File: config.mk
export PLATFORM = sky130hd
export DESIGN_NAME = led_bank_ctrl
export DESIGN_NICKNAME = d
export VERILOG_FILES = /design/src/hdl/led_bank_pkg.sv /design/src/hdl/led_bank_ctrl.sv
export VERILOG_INCLUDE_DIRS = /design/src /design/src/hdl
export SDC_FILE = /design/constraint.sdc
export NUM_CORES = 1
export LEC_CHECK = 0
export BUFFER_PORTS_ARGS = -buffer_cell sky130_fd_sc_hd__buf_4
export CORE_MARGIN = 3
export CORE_UTILIZATION = 35
export CTS_CLUSTER_SIZE = 20
export DETAILED_ROUTE_END_ITERATION = 8
export GPL_TIMING_DRIVEN = 0
export SETUP_SLACK_MARGIN = 0.02
export SLEW_MARGIN = 20
export SYNTH_ARGS = -nofsm -noshare
export SYNTH_HDL_FRONTEND = slang
export SYNTH_SLANG_ARGS = --single-unit
File: constraint.sdc
create_clock -name mclk -period 1.85 [get_ports mclk]
set_input_delay 0 -clock mclk [delete_from_list [all_inputs] [get_ports mclk]]
set_output_delay 0 -clock mclk [all_outputs]
set_load 0.005 [all_outputs]
File: src/hdl/led_bank_params.svh
/*
  Named constants of the LED bank dimming and fault logic: register offsets, field positions,
  reset values and timing figures.
  Assumes it is included by its bare name and that mclk runs at 50 MHz.
*/
`ifndef LED_BANK_PARAMS_SVH
`define LED_BANK_PARAMS_SVH

// Clock and timing figures.
`define MCLK_PERIOD_NS      20
`define OPEN_DEG_TIME_MS    2
`define OPEN_DEG_CYCLES     ((`OPEN_DEG_TIME_MS * 1000000) / `MCLK_PERIOD_NS)
`define OPEN_CNT_W          17
`define OPEN_DIM_CYCLES     3'h7
`define DIM_CNT_W           3

// Register byte offsets.
`define AXI_AW              4
`define REG_CTRL            4'h0
`define REG_STATE           4'h4
`define REG_INT_STATUS      4'h8
`define REG_INT_MASK        4'hc

// Control register fields and reset value.
`define CTRL_ENABLE_BIT     0
`define CTRL_RESET          32'h0000_0001

// State register fields.
`define ST_LINE_BIT         0
`define ST_DRIVE_BIT        1
`define ST_TSD_BIT          2
`define ST_FOLD_BIT         3
`define ST_REFSHORT_BIT     4
`define ST_BOOST_BIT        5
`define ST_SHORT_LSB        8
`define ST_OPEN_LSB         16
`define ST_CHON_LSB         24

// Interrupt status and mask fields.
`define INT_W               7
`define INT_SHORT_BIT       0
`define INT_OPEN_BIT        1
`define INT_TSD_BIT         2
`define INT_FOLD_BIT        3
`define INT_REFSHORT_BIT    4
`define INT_LINE_LOW_BIT    5
`define INT_CLEARED_BIT     6
`define INT_MASK_RESET      7'h00

// Bus responses.
`define RESP_OKAY           2'h0
`define RESP_SLVERR         2'h2

`endif

File: src/hdl/led_bank_pkg.sv
/*
  Types shared by the LED bank dimming and fault logic.
  Assumes nothing beyond a SystemVerilog compiler; users write led_bank_pkg::name.
*/
package led_bank_pkg;

  // Tracker for an external clearing toggle on the shared fault line.
  typedef enum logic [1:0] {
    CLR_IDLE = 2'b00,  // Waiting for proof that someone outside holds the line high.
    CLR_HELD = 2'b01,  // Line seen high while this device pulls it low.
    CLR_LOW  = 2'b10   // Line then seen low; a return to high completes the toggle.
  } clr_state_t;

endpackage : led_bank_pkg

File: src/hdl/led_bank_ctrl.sv
/*
  Control and diagnostic logic of an eight-channel linear LED driver: bank dimming gates, level
  select, fault detection with latched and self-clearing reactions, the open-drain shared fault
  line, and an AXI4-Lite register slave with a masked interrupt.
  Assumes every input is synchronous to mclk, analog comparators arrive as ready-made levels,
  and the fault pin is resolved outside from fault_out and fault_oe_n with a weak pull-up.
*/
// Local design decisions: the register offsets and the AXI4-Lite interface to the registers.
`timescale 1ns/1ps
`include "led_bank_params.svh"

module led_bank_ctrl #(
  parameter int OPEN_DEG_CYCLES = `OPEN_DEG_CYCLES  // Full-on open-load deglitch length.
) (
  input  wire logic                mclk,
  input  wire logic                rst,
  input  wire logic                dim_bank_input_1,
  input  wire logic                dim_bank_input_2,
  input  wire logic                dim_bank_input_3,
  input  wire logic                dim_bank_input_4,
  input  wire logic                level_select,
  input  wire logic                chip_activate,
  input  wire logic [7:0]          short_detect,
  input  wire logic [7:0]          headroom_low,
  input  wire logic                temp_shutdown_hot,
  input  wire logic                temp_shutdown_cool,
  input  wire logic                temp_foldback_hot,
  input  wire logic                temp_foldback_cool,
  input  wire logic                ref_resistor_short,
  input  wire logic                fault_in,
  output logic                     fault_out,
  output logic                     fault_oe_n,
  output logic [7:0]               led_channel_en,
  output logic                     boost_current_setpoint,
  output logic                     foldback_active,
  output logic                     irq,
  input  wire logic [`AXI_AW-1:0]  s_axi_awaddr,
  input  wire logic                s_axi_awvalid,
  output logic                     s_axi_awready,
  input  wire logic [31:0]         s_axi_wdata,
  input  wire logic [3:0]          s_axi_wstrb,
  input  wire logic                s_axi_wvalid,
  output logic                     s_axi_wready,
  output logic [1:0]               s_axi_bresp,
  output logic                     s_axi_bvalid,
  input  wire logic                s_axi_bready,
  input  wire logic [`AXI_AW-1:0]  s_axi_araddr,
  input  wire logic                s_axi_arvalid,
  output logic                     s_axi_arready,
  output logic [31:0]              s_axi_rdata,
  output logic [1:0]               s_axi_rresp,
  output logic                     s_axi_rvalid,
  input  wire logic                s_axi_rready
);

  // Checks that a byte offset names a register of this block.
  function automatic logic reg_mapped(input logic [`AXI_AW-1:0] addr);
    reg_mapped = (addr == `REG_CTRL) || (addr == `REG_STATE) ||
                 (addr == `REG_INT_STATUS) || (addr == `REG_INT_MASK);
  endfunction : reg_mapped

  logic [3:0]             bank;            // Dimming inputs gathered by bank number.
  logic [3:0]             bank_prev_ff;    // Dimming inputs one cycle ago, for rising edges.
  logic [7:0]             short_lat_ff;    // Latched output-short faults per channel.
  logic [7:0]             open_conf_ff;    // Confirmed open-load faults per channel.
  logic [7:0]             short_set;       // Channels whose short is caught this cycle.
  logic                   tsd_ff;          // Thermal shutdown in force.
  logic                   fold_ff;         // Thermal foldback in force.
  logic                   refshort_ff;     // Latched reference-resistor short.
  logic                   boost_ff;        // Registered level select.
  logic                   act_prev_ff;     // Chip-activate one cycle ago.
  logic                   line_prev_ff;    // Fault line level one cycle ago.
  logic [7:0]             chan_ff;         // Registered channel enables.
  logic [7:0]             nxt_chan;        // Channel enables computed this cycle.
  logic                   drive_low;       // This device pulls the fault line low.
  logic                   act_toggle;      // Chip-activate edge seen.
  logic                   line_toggle;     // External clearing toggle completed.
  logic                   clr_latch;       // Clears short latches.
  logic [31:0]            ctrl_ff;         // Control register.
  logic [`INT_W-1:0]      int_sts_ff;      // Sticky interrupt status.
  logic [`INT_W-1:0]      int_mask_ff;     // Interrupt enable mask.
  logic [`INT_W-1:0]      events;          // One-cycle event pulses.
  logic [`INT_W-1:0]      w1c;             // Bits that software clears this cycle.
  logic                   tsd_prev_ff;     // Edge trackers for level-type events.
  logic                   fold_prev_ff;
  logic                   ref_prev_ff;
  logic [7:0]             open_prev_ff;    // Open confirmations one cycle ago.
  led_bank_pkg::clr_state_t clr_ff;        // External toggle tracker.
  logic                   aw_ff;           // Write address held.
  logic [`AXI_AW-1:0]     awaddr_ff;
  logic                   w_ff;            // Write data held.
  logic [31:0]            wdata_ff;
  logic [3:0]             wstrb_ff;
  logic                   wr_go;           // Both halves of a write present.
  logic [31:0]            rd_word;         // Read multiplexer output.

  assign bank = {dim_bank_input_4, dim_bank_input_3, dim_bank_input_2, dim_bank_input_1};

  // Edge trackers for activate, line, bank inputs and level events.
  always_ff @(posedge mclk) begin
    if (rst) begin
      bank_prev_ff <= 4'h0;
      act_prev_ff  <= chip_activate;
      line_prev_ff <= 1'b1;
      tsd_prev_ff  <= 1'b0;
      fold_prev_ff <= 1'b0;
      ref_prev_ff  <= 1'b0;
      open_prev_ff <= 8'h00;
    end else begin
      bank_prev_ff <= bank;
      act_prev_ff  <= chip_activate;
      line_prev_ff <= fault_in;
      tsd_prev_ff  <= tsd_ff;
      fold_prev_ff <= fold_ff;
      ref_prev_ff  <= refshort_ff;
      open_prev_ff <= open_conf_ff;
    end
  end

  // Any change of chip-activate counts as a toggle, so a pulse either way releases the latches.
  assign act_toggle = chip_activate ^ act_prev_ff;

  // The first high must be seen while this device pulls low, which only an outside party can
  // cause; this keeps our own assert and release of the line from clearing our own latch.
  always_ff @(posedge mclk) begin
    if (rst) begin
      clr_ff <= led_bank_pkg::CLR_IDLE;
    end else begin
      case (clr_ff)
        led_bank_pkg::CLR_IDLE: begin
          if (drive_low && fault_in) begin
            clr_ff <= led_bank_pkg::CLR_HELD;
          end
        end
        led_bank_pkg::CLR_HELD: begin
          if (!fault_in) begin
            clr_ff <= led_bank_pkg::CLR_LOW;
          end
        end
        led_bank_pkg::CLR_LOW: begin
          if (fault_in) begin
            clr_ff <= led_bank_pkg::CLR_IDLE;
          end
        end
        default: begin
          clr_ff <= led_bank_pkg::CLR_IDLE;
        end
      endcase
    end
  end

  assign line_toggle = (clr_ff == led_bank_pkg::CLR_LOW) && fault_in;
  // Without a host nothing toggles the line, so only a chip-activate toggle or reset (power cycle) clears.
  assign clr_latch = line_toggle || act_toggle;

  // Per-channel short latch and open-load deglitch.
  genvar gi;
  generate
    for (gi = 0; gi < 8; gi++) begin : g_chan
      logic [`OPEN_CNT_W-1:0] time_cnt_ff;  // Cycles of continuous full-on with low headroom.
      logic [`DIM_CNT_W-1:0]  dim_cnt_ff;   // Dimming periods in a row with low headroom.

      // A short is only meaningful while the bank drives the channel; set beats clear.
      assign short_set[gi] = short_detect[gi] && bank[gi/2];

      always_ff @(posedge mclk) begin
        if (rst) begin
          short_lat_ff[gi] <= 1'b0;
        end else if (short_set[gi]) begin
          short_lat_ff[gi] <= 1'b1;
        end else if (clr_latch) begin
          short_lat_ff[gi] <= 1'b0;
        end
      end

      // Open load and short to battery share the headroom comparator and self-clear with it.
      always_ff @(posedge mclk) begin
        if (rst || !headroom_low[gi]) begin
          time_cnt_ff      <= '0;
          dim_cnt_ff       <= '0;
          open_conf_ff[gi] <= 1'b0;
        end else begin
          if (!bank[gi/2]) begin
            time_cnt_ff <= '0;
          end else if (time_cnt_ff == `OPEN_CNT_W'(OPEN_DEG_CYCLES - 1)) begin
            open_conf_ff[gi] <= 1'b1;
          end else begin
            time_cnt_ff <= time_cnt_ff + `OPEN_CNT_W'(1);
          end
          if (bank[gi/2] && !bank_prev_ff[gi/2]) begin
            if (dim_cnt_ff == `OPEN_DIM_CYCLES - 3'h1) begin
              open_conf_ff[gi] <= 1'b1;
            end else begin
              dim_cnt_ff <= dim_cnt_ff + 3'h1;
            end
          end
        end
      end
    end
  endgenerate

  // Thermal shutdown with hysteresis between its hot and cool comparators.
  always_ff @(posedge mclk) begin
    if (rst) begin
      tsd_ff <= 1'b0;
    end else if (temp_shutdown_hot) begin
      tsd_ff <= 1'b1;
    end else if (temp_shutdown_cool) begin
      tsd_ff <= 1'b0;
    end
  end

  // Foldback only asks the analog side for less current; it never touches the fault line.
  always_ff @(posedge mclk) begin
    if (rst) begin
      fold_ff <= 1'b0;
    end else if (temp_foldback_hot) begin
      fold_ff <= 1'b1;
    end else if (temp_foldback_cool) begin
      fold_ff <= 1'b0;
    end
  end

  // Reference short ignores the line toggle: only chip-activate or reset releases it.
  always_ff @(posedge mclk) begin
    if (rst) begin
      refshort_ff <= 1'b0;
    end else if (ref_resistor_short) begin
      refshort_ff <= 1'b1;
    end else if (act_toggle) begin
      refshort_ff <= 1'b0;
    end
  end

  // Level select picks base-only or base-plus-boost reference for every channel.
  always_ff @(posedge mclk) begin
    if (rst) begin
      boost_ff <= 1'b0;
    end else begin
      boost_ff <= level_select;
    end
  end

  assign drive_low = tsd_ff || refshort_ff || (|short_lat_ff) || (|open_conf_ff);

  // Channel gating. A low line with our own pull-down means floating; a high line despite it
  // means someone holds it high, which keeps the healthy strings running.
  always_comb begin
    for (int i = 0; i < 8; i++) begin
      nxt_chan[i] = ctrl_ff[`CTRL_ENABLE_BIT] && chip_activate &&
                    bank[i/2] &&
                    !tsd_ff && !refshort_ff &&
                    !short_lat_ff[i] &&
                    (fault_in || open_conf_ff[i]);
    end
  end

  always_ff @(posedge mclk) begin
    if (rst) begin
      chan_ff <= 8'h00;
    end else begin
      chan_ff <= nxt_chan;
    end
  end

  // Open-drain only: the data is always low and only the enable moves.
  assign fault_out              = 1'b0;
  assign fault_oe_n             = !drive_low;
  assign led_channel_en         = chan_ff;
  assign boost_current_setpoint = boost_ff;
  assign foldback_active        = fold_ff;

  // Interrupt events: each is a single-cycle pulse.
  assign events[`INT_SHORT_BIT]    = |(short_set & ~short_lat_ff);
  assign events[`INT_OPEN_BIT]     = |(open_conf_ff & ~open_prev_ff);
  assign events[`INT_TSD_BIT]      = tsd_ff && !tsd_prev_ff;
  assign events[`INT_FOLD_BIT]     = fold_ff && !fold_prev_ff;
  assign events[`INT_REFSHORT_BIT] = refshort_ff && !ref_prev_ff;
  assign events[`INT_LINE_LOW_BIT] = line_prev_ff && !fault_in;
  assign events[`INT_CLEARED_BIT]  = clr_latch;

  // Write-one-to-clear mask from the low byte of a status write.
  assign w1c = (wr_go && awaddr_ff == `REG_INT_STATUS && wstrb_ff[0]) ?
               wdata_ff[`INT_W-1:0] : '0;

  // Sticky status; an event in the clearing cycle survives.
  always_ff @(posedge mclk) begin
    if (rst) begin
      int_sts_ff <= '0;
    end else begin
      int_sts_ff <= (int_sts_ff & ~w1c) | events;
    end
  end

  assign irq = |(int_sts_ff & int_mask_ff);

  // Write channel: address and data are taken independently and held until both are present.
  assign s_axi_awready = !aw_ff && !s_axi_bvalid;
  assign s_axi_wready  = !w_ff && !s_axi_bvalid;
  assign wr_go         = aw_ff && w_ff && !s_axi_bvalid;

  always_ff @(posedge mclk) begin
    if (rst) begin
      aw_ff     <= 1'b0;
      awaddr_ff <= '0;
    end else if (s_axi_awvalid && s_axi_awready) begin
      aw_ff     <= 1'b1;
      awaddr_ff <= s_axi_awaddr;
    end else if (wr_go) begin
      aw_ff <= 1'b0;
    end
  end

  always_ff @(posedge mclk) begin
    if (rst) begin
      w_ff     <= 1'b0;
      wdata_ff <= 32'h0000_0000;
      wstrb_ff <= 4'h0;
    end else if (s_axi_wvalid && s_axi_wready) begin
      w_ff     <= 1'b1;
      wdata_ff <= s_axi_wdata;
      wstrb_ff <= s_axi_wstrb;
    end else if (wr_go) begin
      w_ff <= 1'b0;
    end
  end

  // Response one cycle after both halves are held; unmapped offsets answer SLVERR.
  always_ff @(posedge mclk) begin
    if (rst) begin
      s_axi_bvalid <= 1'b0;
      s_axi_bresp  <= `RESP_OKAY;
    end else if (wr_go) begin
      s_axi_bvalid <= 1'b1;
      s_axi_bresp  <= reg_mapped(awaddr_ff) ? `RESP_OKAY : `RESP_SLVERR;
    end else if (s_axi_bready) begin
      s_axi_bvalid <= 1'b0;
    end
  end

  // Writable registers; only byte lanes with a strobe change.
  always_ff @(posedge mclk) begin
    if (rst) begin
      ctrl_ff     <= `CTRL_RESET;
      int_mask_ff <= `INT_MASK_RESET;
    end else if (wr_go && wstrb_ff[0]) begin
      if (awaddr_ff == `REG_CTRL) begin
        ctrl_ff <= {31'h0000_0000, wdata_ff[`CTRL_ENABLE_BIT]};
      end
      if (awaddr_ff == `REG_INT_MASK) begin
        int_mask_ff <= wdata_ff[`INT_W-1:0];
      end
    end
  end

  // Read multiplexer over the mapped registers.
  always_comb begin
    rd_word = 32'h0000_0000;
    case (s_axi_araddr)
      `REG_CTRL: begin
        rd_word = ctrl_ff;
      end
      `REG_STATE: begin
        rd_word[`ST_LINE_BIT]                   = fault_in;
        rd_word[`ST_DRIVE_BIT]                  = drive_low;
        rd_word[`ST_TSD_BIT]                    = tsd_ff;
        rd_word[`ST_FOLD_BIT]                   = fold_ff;
        rd_word[`ST_REFSHORT_BIT]               = refshort_ff;
        rd_word[`ST_BOOST_BIT]                  = boost_ff;
        rd_word[`ST_SHORT_LSB +: 8]             = short_lat_ff;
        rd_word[`ST_OPEN_LSB +: 8]              = open_conf_ff;
        rd_word[`ST_CHON_LSB +: 8]              = chan_ff;
      end
      `REG_INT_STATUS: begin
        rd_word[`INT_W-1:0] = int_sts_ff;
      end
      `REG_INT_MASK: begin
        rd_word[`INT_W-1:0] = int_mask_ff;
      end
      default: begin
        rd_word = 32'h0000_0000;
      end
    endcase
  end

  // Read channel: one read at a time, data registered one cycle after the address is taken.
  assign s_axi_arready = !s_axi_rvalid;

  always_ff @(posedge mclk) begin
    if (rst) begin
      s_axi_rvalid <= 1'b0;
      s_axi_rdata  <= 32'h0000_0000;
      s_axi_rresp  <= `RESP_OKAY;
    end else if (s_axi_arvalid && s_axi_arready) begin
      s_axi_rvalid <= 1'b1;
      s_axi_rdata  <= rd_word;
      s_axi_rresp  <= reg_mapped(s_axi_araddr) ? `RESP_OKAY : `RESP_SLVERR;
    end else if (s_axi_rready) begin
      s_axi_rvalid <= 1'b0;
    end
  end

endmodule : led_bank_ctrl

======== After elaboration in Yosys (flattened, before gate mapping) ========
Cells that the tools add are included.
storage, ports and cells
  output and inout port bits .............. 54
  bits in registers ....................... 273
  input bits .............................. 79
operators by class
  muxes and demuxes ....................... 64
  eq/ne operators ......................... 27
  add/subtract/negate cells ............... 16
  bitwise operators ....................... 21
  reduce and logical (&&, ||, !) cells .... 156
operators by type and width
  kind                                                 number
  adder 17 x 1 -> 17 bit, second input constant        8
  equality test 17 bit, second input constant          8
  logical AND 1 bit                                    57
  two-way mux 1 bit                                    54
  OR reduction 8 bit                                   4
  logical NOT 1 bit                                    31
  nonzero test 2 bit                                   15
  logical OR 1 bit                                     26
  adder 3 x 1 -> 3 bit, second input constant          8
  equality test 3 bit, second input constant           8
  two-way mux 24 bit                                   1
  case mux 6 bit (4 select lines)                      1
  AND reduction 2 bit                                  10
  AND 8 bit                                            2
  equality test 4 bit, second input constant           4
  NOT 8 bit                                            2
  OR reduction 2 bit                                   8
  AND 7 bit                                            2
  NOT 1 bit                                            12
  two-way mux 2 bit                                    5
  equality test 4 x 3 -> 1 bit, second input constant  2
  logical NOT 4 bit                                    2
  two-way mux 7 bit                                    1
  NOT 7 bit                                            1
  10 further kinds                                     12

======== Longest topological paths before layout ========
Gate-level depths: netlist (run 1).
  depth in word-level cells ............... 8
  depth in mapped cells ................... 7

======== Worst setup path before layout (run 1) ========
No wires, ideal clock.
  path type ............................... flip-flop to flip-flop
  from .................................... register g_chan[7].time_cnt_ff[5]
  to ...................................... register g_chan[7].time_cnt_ff[1]
  path slack .............................. 0.104 ns
  stages on the path, launching flop included .. 5
  data required time ...................... 1.725 ns
  data arrival time ....................... 1.620 ns
  cell sequence ........................... dfxtp_1 or4b_4 nor4_4 mux2i_1 nor2_2
between the ends
  word-level cells in the longest chain between the ends .. 1
ends and longest elaborated chain
  element                 line                  source
  start, declared         led_bank_ctrl.sv:160  logic [`OPEN_CNT_W-1:0] time_cnt_ff;
  start signal, assigned  led_bank_ctrl.sv:188  time_cnt_ff <= time_cnt_ff + `OPEN_CNT_W'(1);
  equality test 17 bit    led_bank_ctrl.sv:185  end else if (time_cnt_ff == `OPEN_CNT_W'(OPEN_DEG_CYCLES - 1)) begin
No other way between the ends.
A chain may end at the register's enable or synchronous reset.

======== Worst setup path after layout (run 1) ========
  from .................................... register short_lat_ff[3]
  to ...................................... output port fault_oe_n
between the ends
  word-level cells in the longest chain between the ends .. 4
ends and longest elaborated chain
  element                          line                  source
  start, declared                  led_bank_ctrl.sv:64   logic [7:0] short_lat_ff;
  start signal, assigned by index  led_bank_ctrl.sv:168  short_lat_ff[gi] <= 1'b0;
  start signal, assigned by index  led_bank_ctrl.sv:170  short_lat_ff[gi] <= 1'b1;
  start signal, assigned by index  led_bank_ctrl.sv:172  short_lat_ff[gi] <= 1'b0;
  OR reduction 8 bit               led_bank_ctrl.sv:244  assign drive_low = tsd_ff || refshort_ff || (|short_lat_ff) || (|open_conf_ff);
  logical OR 1 bit (2 in a row)    led_bank_ctrl.sv:244
  logical NOT 1 bit                led_bank_ctrl.sv:268  assign fault_oe_n = !drive_low;
  end, declared                    led_bank_ctrl.sv:32   output logic fault_oe_n,
No other way between the ends.

==> results.sh, run 1 <==
export IMPL_period_minus_slack_ns=1.92
export IMPL_gr_total_overflow=0
export IMPL_clock_latency_ns=0.56
export IMPL_required_ns=1.85
export IMPL_htreeDepth=1
export IMPL_initial_utilization_pct=35.9
export IMPL_dpl_hpwl_mm=21.2
export IMPL_worstMarginPinSlew_ns=0.949
export IMPL_critical_path_max_stage_delay_ns=0.36
export IMPL_synth_area_per_cell_um2=8.76
export IMPL_hold_path_endpoint="aw_ff"
export IMPL_slowest_stage="nor4_4"
export IMPL_grt_pass1_wl_mm=48.6
export IMPL_fin_crit_sh_pct=104
export IMPL_hp_start="s_axi_awvalid"
export IMPL_seq_area_frac_synth_pct=46.0
export IMPL_pin_count=133
export IMPL_synth_top_area_cell="dfxtp_1"
export IMPL_synthFlopType="dfxtp_1"
export IMPL_drive_above_1_share_pct=15.7
export IMPL_core_mm2=0.0329
export IMPL_die_w_um=190
export IMPL_cap_viol_max_count=0
export IMPL_p_per_area_mw_per_mm2=859
export IMPL_drc_errors=0
export IMPL_crit_chain="nor4_2 > nand3_2 > nor4_4 > buf_4"
export IMPL_outcome="complete, but fails checks"
export IMPL_cts_root_buffer="clkbuf_16"
export IMPL_ant_nets=0
export IMPL_fin_tns_setup_ns=-0.0653
export IMPL_power_leakage_nw=5.47
export IMPL_final_hold_viol_count=0
export IMPL_hold_class="input port to flip-flop"
export IMPL_die_area_mm2=0.0359
export IMPL_synthCells=1345
export IMPL_synth_async_reset_ratio_pct=0
export IMPL_gp_congestion=0.850
export IMPL_cts_tree="done"
export IMPL_netlist_area_mm2=0.0118
export IMPL_skew_ns=0.0218
export IMPL_max_slew_margin_pct=36.4
export IMPL_drv_slew=0
export IMPL_violations="setup timing"
export IMPL_vias=10261
export IMPL_ys_ff_latch=271
export IMPL_finalPower_mw=12.8
export IMPL_yosys_warnings=0
export IMPL_cts_num_sinks=271
export IMPL_track_usage_pct=16.1
export IMPL_whs_ns=0.0832
export IMPL_wl_per_cell_um=15.0
export IMPL_cp_start_kind="flip-flop"
export IMPL_rr_endpoint="g_chan[5].time_cnt_ff[5]"
export IMPL_synth_edf_count=0
export IMPL_min_path_cells=5
export IMPL_io_buffers=97
export IMPL_synth_cell_types=65
export IMPL_numCtsBuffers=30
export IMPL_viasPerCell=5.11
export IMPL_clk_pin_slew_ns=0.06
export IMPL_setup_viol=1
export IMPL_reg2reg_depth=6
export IMPL_r2r_setup_slack_ns=0.07
export IMPL_area_delta_synth_final_pct=26.7
export IMPL_critPathKind="flip-flop to primary output"
export IMPL_arrival_ns=1.92
export IMPL_critical_path_max_fanout=5
export IMPL_grt_pass1_vias=9734
export IMPL_clk_path_buf_depth=3
export IMPL_totalWireLength_mm=30.2
export IMPL_antenna_found_initial=3
export IMPL_r2r_start="g_chan[5].time_cnt_ff[0]"
export IMPL_rows=66
export IMPL_fp_dieH_um=190
export IMPL_yosysTopAreaCellShare_pct=46.0
export IMPL_fin_ws_ns=-0.0653
export IMPL_cp_end_kind="primary output"
export IMPL_ir_worst_vdd_mv=0.722
export IMPL_max_freq_mhz=522
export IMPL_rsz0062_at_grt="true"
export IMPL_grt_max_degree=16
export IMPL_firstDrtPassIters=5
export IMPL_drt_iter0_drc=592
export IMPL_synth_area_leaders="dfxtp_1, nor2_1, xnor2_1, nand2_1, a21oi_1"
export IMPL_layout_nets=1648
-- what timing repair did --
action	in CTS	in global routing
hold buffers	49	0
setup endpoints to repair	56	70
resized for setup	18	47
setup buffers	7	10
cloned	0	2
endpoints found under the hold margin	123	0
pin swaps	7	12
-- cell families (layout without fill, tap and decap cells) --
logic type | Yosys count | count (layout) | synth area share [%]
AO/OA/AOI/OAI | 230 | 230 | 12.4
flip-flops | 271 | 271 | 46.0
other | 1 | 6 | 0.0318
buffers and inverters | 103 | 319 | 3.46
adder cells (fa/ha/maj) | 24 | 24 | 2.55
XOR/XNOR | 87 | 87 | 6.46
multiplexers | 27 | 27 | 2.44
AND/OR/NAND/NOR | 602 | 602 | 26.6
-- report_power, final --
part	total, mW	switching, mW	internal, mW
clock	6.06	2.36	3.70
combinational	0.730	0.387	0.342
sequential	6.03	0.100	5.93
-- synth_stat cells, types with 6 or more instances --
| cell | number |
|---|---|
| a2111oi_0 | 6 |
| a211oi_1 | 13 |
| a21oi_1 | 66 |
| a22o_1 | 6 |
| a22oi_1 | 41 |
| a31o_2 | 6 |
| a31oi_1 | 18 |
| and2_1 | 10 |
| and3_1 | 12 |
| and4_1 | 10 |
| clkbuf_1 | 36 |
| dfxtp_1 | 271 |
| ha_1 | 24 |
| inv_1 | 58 |
| mux2i_1 | 22 |
| nand2_1 | 100 |
| nand2b_1 | 25 |
| nand3_1 | 46 |
| nand4_1 | 51 |
| nor2_1 | 198 |
| nor2b_1 | 16 |
| nor3_1 | 33 |
| nor4_1 | 28 |
| o21ai_0 | 41 |
| o22ai_1 | 7 |
| or3_1 | 21 |
| or4_1 | 11 |
| xnor2_1 | 54 |
| xor2_1 | 33 |
-- layout make-up --
cell class,count,area [um^2]
Multi-Input combinational cell,974,6130
Clock inverter,12,174
Fill cell,3222,17900
Tap cell,442,553
Buffer,45,206
Clock buffer,39,835
Sequential cell,271,5450
Inverter,58,218
Antenna cell,2,5.00
Timing Repair Buffer,165,1360
-- stage by stage --
stage | worst slack, ns | area, um^2 | instances | utilization [%]
5_1_grt | -0.138 | 14900 | 2008 | 45.4
6_report | -0.0653 | 14900 | 2008 | 45.4
3_5_place_dp | -0.169 | 13100 | 1887 | 39.8
2_1_floorplan | 0.104 | 11800 | 1348 | -
4_1_cts | -0.143 | 14700 | 1994 | 44.8
3_3_place_gp | -0.145 | 13100 | 1887 | 39.8
-- worst max-delay path by stage --
stage	startpoint	endpoint	slack, ns	cells after the start
after floorplan	g_chan[7].time_cnt_ff[5]	g_chan[7].time_cnt_ff[1]	0.10	4
after global placement	s_axi_rvalid	s_axi_rdata[13]	-0.15	6
after detailed placement	s_axi_rvalid	s_axi_rdata[20]	-0.17	6
after CTS	refshort_ff	fault_oe_n	-0.14	3
after global routing	short_lat_ff[2]	fault_oe_n	-0.14	4
final	short_lat_ff[3]	fault_oe_n	-0.07	4
-- layout by cell type (no fill, tap or decap), types with 7 or more instances in the layout --
cell type / Yosys / routed
and4_1: 10 / 9
mux2i_1: 22 / 21
buf_4: 4 / 116
o21ai_0: 41 / 40
or4_1: 11 / 8
dfxtp_1: 271 / 258
clkbuf_16: 0 / 30
nand2_1: 100 / 100
a211oi_1: 13 / 12
xnor2_1: 54 / 54
and3_1: 12 / 12
a31oi_1: 18 / 18
nor2_1: 198 / 198
nand3_1: 46 / 45
a22oi_1: 41 / 41
dlygate4sd3_1: 0 / 49
a21oi_1: 66 / 65
nand4_1: 51 / 51
nor4_1: 28 / 20
ha_1: 24 / 19
clkbuf_1: 36 / 37
nand2b_1: 25 / 25
nor2b_1: 16 / 16
nor3_1: 33 / 31
o22ai_1: 7 / 7
dfxtp_2: 0 / 11
xor2_1: 33 / 33
inv_1: 58 / 58
or3_1: 21 / 21
and2_1: 10 / 10
nor4_4: 5 / 8
-- worst max-delay path, delay by kind of cell, from the launching register on --
family | cells | cell delay [ns]
buffers and inverters | 1 | 0.18
DFF | 1 | 0.35
and+or+nand+nor | 3 | 0.84
-- sequential cells by signal, indices dropped and copies added (netlist names), 2 cells and up --
register,flops
clr_ff,2
bank_prev_ff,4
s_axi_rdata,31
int_sts_ff,7
led_channel_en,8
int_mask_ff,7
wdata_ff,7
short_lat_ff,8
g_chan.dim_cnt_ff,24
awaddr_ff,4
open_conf_ff,8
open_prev_ff,8
g_chan.time_cnt_ff,136
-- layer usage --
| metal | track usage [%] | wire length [um] | share of wire (%) | vias up |
|---|---|---|---|---|
| li1 | - | - | - | 5178 |
| met1 | 22.0 | 14300 | 47 | 4824 |
| met2 | 26.4 | 13600 | 45 | 209 |
| met3 | 2.83 | 1550 | 5.1 | 48 |
| met4 | 4.38 | 756 | 2.5 | 2 |
| met5 | 0 | 13 | 0.043 | - |
Note: power is estimated with default switching activity, not from simulation.
==> run 2, diff against run 1 <==
ABC_AREA = 1   (was not set)
RECOVER_POWER = 50   (was not set)
TNS_END_PERCENT = 10   (was not set)
==> results.sh, run 2 <==
export IMPL_netlist_top_cells_count="nand2_1, dfxtp_1, inv_1, nor2_1, a21oi_1"
export IMPL_antennaDiodeCount=0
export IMPL_crit_chain="dlygate4sd3_1 > buf_4 > clkinv_2 > buf_6 > clkbuf_2 > o21ai_0 > dlygate4sd3_1 > a21oi_1"
export IMPL_fp_dieH_um=192
export IMPL_finalCoreUtilization_pct=44.5
export IMPL_antenna_found_initial=0
export IMPL_ir_worst_vdd_mv=0.607
export IMPL_drc_errors=0
export IMPL_fin_crit_sh_pct=91.6
export IMPL_slowest_stage="dlygate4sd3_1"
export IMPL_largest_reg_flops=136
export IMPL_vias=11353
export IMPL_finalPower_mw=13.1
export IMPL_cts_setup_buffers=0
export IMPL_fin_tns_setup_ns=0
export IMPL_fillCellCount=3419
export IMPL_grt_max_degree=16
export IMPL_synth_async_reset_ratio_pct=0
export IMPL_worstMarginPinSlew_ns=0.753
export IMPL_layout_nets=1985
export IMPL_skew_ns=0.0252
export IMPL_clock_latency_ns=0.56
export IMPL_outcome="finished, final reports clean"
export IMPL_numCtsBuffers=31
export IMPL_io_buffers=100
export IMPL_area_delta_synth_final_pct=23.8
export IMPL_pin_count=133
export IMPL_drive_above_1_share_pct=10.1
export IMPL_hold_class="input port to flip-flop"
export IMPL_wl_per_cell_um=13.3
export IMPL_final_hold_viol_count=0
export IMPL_synth_area_per_cell_um2=7.22
export IMPL_cp_common_cell="dlygate4sd3_1"
export IMPL_rsz0062_at_grt="true"
export IMPL_die_area_mm2=0.0370
export IMPL_synth_area_leaders="dfxtp_1, nand2_1, inv_1, a21oi_1, nor2_1"
export IMPL_gp_congestion=0.861
export IMPL_cts_num_sinks=271
export IMPL_netlist_area_mm2=0.0122
export IMPL_core_mm2=0.0339
export IMPL_grt_pass1_vias=10630
export IMPL_cp_start_kind="input port"
export IMPL_period_minus_slack_ns=1.69
export IMPL_setup_viol=0
export IMPL_yosysMostFrequentCell="nand2_1"
export IMPL_cp_end_kind="flip-flop"
export IMPL_max_freq_mhz=590
export IMPL_synth_edf_count=0
export IMPL_firstDrtPassIters=5
export IMPL_seq_area_frac_synth_pct=44.6
export IMPL_power_leakage_nw=5.77
export IMPL_gr_total_overflow=0
export IMPL_cap_viol_max_count=0
export IMPL_required_ns=2.32
export IMPL_initial_utilization_pct=35.9
export IMPL_place_ws_ns=0.168
export IMPL_max_slew_margin_pct=49.8
export IMPL_critPathKind="input port to flip-flop"
export IMPL_clk_path_buf_depth=3
export IMPL_whs_ns=0.187
export IMPL_critical_path_max_fanout=10
export IMPL_p_per_area_mw_per_mm2=870
export IMPL_die_w_um=192
export IMPL_regMostFlops="g_chan.time_cnt_ff"
export IMPL_cpLargestDelayFamily="buffers and inverters"
export IMPL_synthFlopType="dfxtp_1"
export IMPL_critical_path_max_stage_delay_ns=0.59
export IMPL_fin_ws_ns=0.156
export IMPL_viasPerCell=4.82
export IMPL_dpl_hpwl_mm=22.8
export IMPL_busiest_layer="met2"
export IMPL_grt_pass1_wl_mm=51.1
export IMPL_synth_top_area_cell="dfxtp_1"
export IMPL_synthCells=1685
export IMPL_cts_tree="done"
export IMPL_drv_slew=0
export IMPL_track_usage_pct=16.6
export IMPL_cp_num_buf_inv=6
export IMPL_yosys_warnings=0
export IMPL_largestRegisters="g_chan.time_cnt_ff (136), s_axi_rdata (31), g_chan.dim_cnt_ff (24)"
export IMPL_met3_usage_pct=1.94
export IMPL_ys_ff_latch=271
export IMPL_synth_cell_types=46
export IMPL_clk_pin_slew_ns=0.06
export IMPL_rows=67
export IMPL_ant_nets=0
export IMPL_htreeDepth=1
export IMPL_final_cell_mix="nand2_1, dfxtp_1, inv_1"
export IMPL_cts_root_buffer="clkbuf_16"
export IMPL_mostFrequentLayoutCell="nand2_1"
export IMPL_arrival_ns=2.16
export IMPL_gr_usage_met2_pct=27.8
export IMPL_totalWireLength_mm=31.3
export IMPL_drt_iter0_drc=653
export IMPL_grtUsageMet1_pct=22.3
export IMPL_yosysTopAreaCellShare_pct=44.6
## run 2: changes by cell type in the layout (fill, tap and decap cells not counted), moves of 43 or more
cell / delta
a21oi_1: +95
o21ai_0: +85
xnor2_1: -43
buf_4: -60
nand2_1: +238
inv_1: +162
## run 2: per-stage QoR
step | area (um^2) | instances
6_report | 15100 | 2354
5_1_grt | 15100 | 2354
4_1_cts | 15100 | 2354
3_5_place_dp | 13500 | 2236
3_3_place_gp | 13500 | 2236
2_1_floorplan | 12200 | 1688
## run 2: power by group
group          total, mW  internal [mW]  switching, mW
combinational      0.843          0.367          0.476
sequential          6.09           5.98          0.107
clock               6.17           3.76           2.41
## run 2: layout make-up
cell class / instances / area, um^2 / share of cell area (%)
repair buffers: 161 / 1310 / 8.67
clock inverters: 14 / 154 / 1.02
clock buffers: 43 / 891 / 5.92
multi-input cells: 1163 / 5730 / 38.0
flip-flops and latches: 271 / 5430 / 36.0
well taps: 448 / 561 / 3.72
inverters: 225 / 846 / 5.62
plain buffers: 29 / 153 / 1.01
## run 2: cell families after synthesis
logic type	Yosys count	synth area share (%)
adders and majority gates	24	2.47
AOI/OAI and AO/OA	331	14.4
and+or+nand+nor	773	28.1
xor gates and xnor gates	31	2.23
buffers and inverters	254	8.20
DFF	271	44.6
other	1	0.0308
## run 2: timing repair
item | 4_1_cts | 5_1_grt
hold buffers | 61 | 0
setup endpoints to repair | 0 | 15
gates resized for setup | 0 | 12
hold endpoints to repair | 132 | 0
## run 2: metal layers
metal	vias up	wire [um]
li1	5925	-
met2	247	14000
met5	-	0
met4	0	1040
met1	5110	14700
met3	71	1520
## run 2: tightest hold or removal path: cells and delay by family
family / cells / cell delay (ns)
compound gates: 1 / 0.05
buf+inv: 2 / 0.62
simple gates: 1 / 0.04
## run 2: path summary, 6_finish.rpt
| check | from | endpoint | slack, ns | depth (start not counted) |
|---|---|---|---|---|
| max reg2reg | s_axi_bvalid | int_sts_ff[0] | 0.19 | 5 |
| min reg2reg | ref_prev_ff | int_sts_ff[4] | 0.43 | 1 |
| max | rst | wdata_ff[2] | 0.16 | 8 |
| min | temp_shutdown_hot | tsd_ff | 0.19 | 4 |
==> run 3, diff against run 2 <==
BUFFER_PORTS_ARGS = -buffer_cell sky130_fd_sc_hd__buf_2   (was -buffer_cell sky130_fd_sc_hd__buf_4)
==> results.sh, run 3 (synthesized netlist as in run 2, its figures left out) <==
export IMPL_grtUsageMet1_pct=21.6
export IMPL_fin_crit_sh_pct=91.5
export IMPL_largestRegisters="g_chan.time_cnt_ff (136), s_axi_rdata (31), g_chan.dim_cnt_ff (24)"
export IMPL_cap_viol_max_count=0
export IMPL_cts_setup_buffers=0
export IMPL_power_leakage_nw=5.64
export IMPL_cts_root_buffer="clkbuf_16"
export IMPL_ant_nets=0
export IMPL_clk_path_buf_depth=3
export IMPL_core_mm2=0.0339
export IMPL_reg2reg_depth=6
export IMPL_initial_utilization_pct=35.9
export IMPL_largest_reg_flops=136
export IMPL_drc_errors=0
export IMPL_arrival_ns=1.69
export IMPL_outcome="finished, final reports clean"
export IMPL_area_delta_synth_final_pct=21.6
export IMPL_critical_path_max_fanout=5
export IMPL_mostFrequentLayoutCell="nand2_1"
export IMPL_final_hold_viol_count=0
export IMPL_max_slew_margin_pct=49.3
export IMPL_place_area_mm2=0.0132
export IMPL_rsz0062_at_grt="false"
export IMPL_gp_congestion=0.885
export IMPL_pin_count=133
export IMPL_io_buffers=100
export IMPL_final_cell_mix="nand2_1, dfxtp_1, inv_1"
export IMPL_grt_pass1_vias=10408
export IMPL_gr_usage_met2_pct=27.1
export IMPL_grt_pass1_wl_mm=50.3
export IMPL_numCtsBuffers=30
export IMPL_cts_num_sinks=271
export IMPL_die_w_um=192
export IMPL_drv_slew=0
export IMPL_die_area_mm2=0.0370
export IMPL_antenna_found_initial=0
export IMPL_cts_tree="done"
export IMPL_busiest_layer="met2"
export IMPL_firstDrtPassIters=5
export IMPL_min_path_cells=4
export IMPL_whs_ns=0.198
export IMPL_place_ws_ns=0.190
export IMPL_regMostFlops="g_chan.time_cnt_ff"
export IMPL_layout_nets=1987
export IMPL_max_freq_mhz=591
export IMPL_htreeDepth=1
export IMPL_setup_viol=0
export IMPL_critPathKind="flip-flop to primary output"
export IMPL_p_per_area_mw_per_mm2=856
export IMPL_fin_tns_setup_ns=0
export IMPL_hold_class="input port to flip-flop"
export IMPL_drive_above_1_share_pct=8.81
export IMPL_wl_per_cell_um=13.2
export IMPL_stdcell_area_mm2=0.0148
export IMPL_drt_iter0_drc=705
export IMPL_required_ns=1.85
export IMPL_viasPerCell=4.84
export IMPL_track_usage_pct=16.3
export IMPL_met3_usage_pct=2.33
export IMPL_vias=11405
export IMPL_clock_latency_ns=0.55
export IMPL_totalWireLength_mm=31.2
export IMPL_ir_worst_vdd_mv=0.549
export IMPL_fillCellCount=3492
export IMPL_dpl_hpwl_mm=22.9
export IMPL_fin_ws_ns=0.158
export IMPL_gr_total_overflow=0
export IMPL_finalCoreUtilization_pct=43.7
export IMPL_cp_start_kind="flip-flop"
export IMPL_grt_max_degree=15
export IMPL_cp_end_kind="primary output"
export IMPL_skew_ns=0.0237
export IMPL_clk_pin_slew_ns=0.06
export IMPL_antennaDiodeCount=0
export IMPL_rows=67
export IMPL_period_minus_slack_ns=1.69
export IMPL_fp_dieH_um=192
export IMPL_worstMarginPinSlew_ns=0.761
[run 3: cell count changes in the layout (fill, tap and decap cells not counted), moves of 3 or more]
| cell | previous run | this run |
|---|---|---|
| clkbuf_1 | 30 | 54 |
| buf_4 | 56 | 6 |
| buf_2 | 8 | 73 |
| nor3_1 | 58 | 55 |
| clkbuf_4 | 35 | 0 |
| nor3_2 | 6 | 9 |
| dlygate4sd3_1 | 61 | 65 |
[run 3: worst paths after layout]
kind                           from              end  slack [ns]
setup / recovery             tsd_ff       fault_oe_n        0.16
hold / removal    temp_foldback_hot  foldback_active        0.20
setup reg to reg       s_axi_rvalid  s_axi_rdata[26]        0.21
hold reg to reg        fold_prev_ff    int_sts_ff[3]        0.43
[run 3: where the power goes]
part	internal, mW	switching (mW)
sequential	5.98	0.108
combinational	0.321	0.483
clock	3.40	2.36
[run 3: worst max-delay path, cell delays in order (launching register included)]
cell	delay, ns
dfxtp_1	0.36
nor2_4	0.18
nand3_1	0.11
nor2_1	0.13
nand2_1	0.15
inv_1	0.10
buf_2	0.11
[run 3: metal layers]
layer,up-vias,routed length [um]
li1,5943,-
met1,5151,14500
met2,253,13900
met3,58,1660
met4,0,1140
met5,-,0
[run 3: cell type report]
cell class                 instances  area [um^2]  share of cell area, %
clock inverter                     9         73.8                  0.499
clock buffer                      46          882                   5.96
multi-input combinational       1163         5750                   38.9
inverter                         225          845                   5.71
timing repair buffer             165         1110                   7.49
sequential                       271         5430                   36.7
buffer                            28          148                  0.998
tap                              448          561                   3.79
[run 3: what timing repair did]
| item | in CTS | in global routing |
|---|---|---|
| endpoints found under the hold margin | 121 | 0 |
| hold buffers | 65 | 0 |
| resized for setup | 1 | 7 |
| endpoints found under the setup margin | 1 | 14 |
[run 3: through the flow]
step,instances,power [mW]
floorplan,1688,6.59
global placement,2236,6.89
detailed placement,2236,6.91
CTS,2356,12.8
global route,2355,13.2
finish,2355,12.7
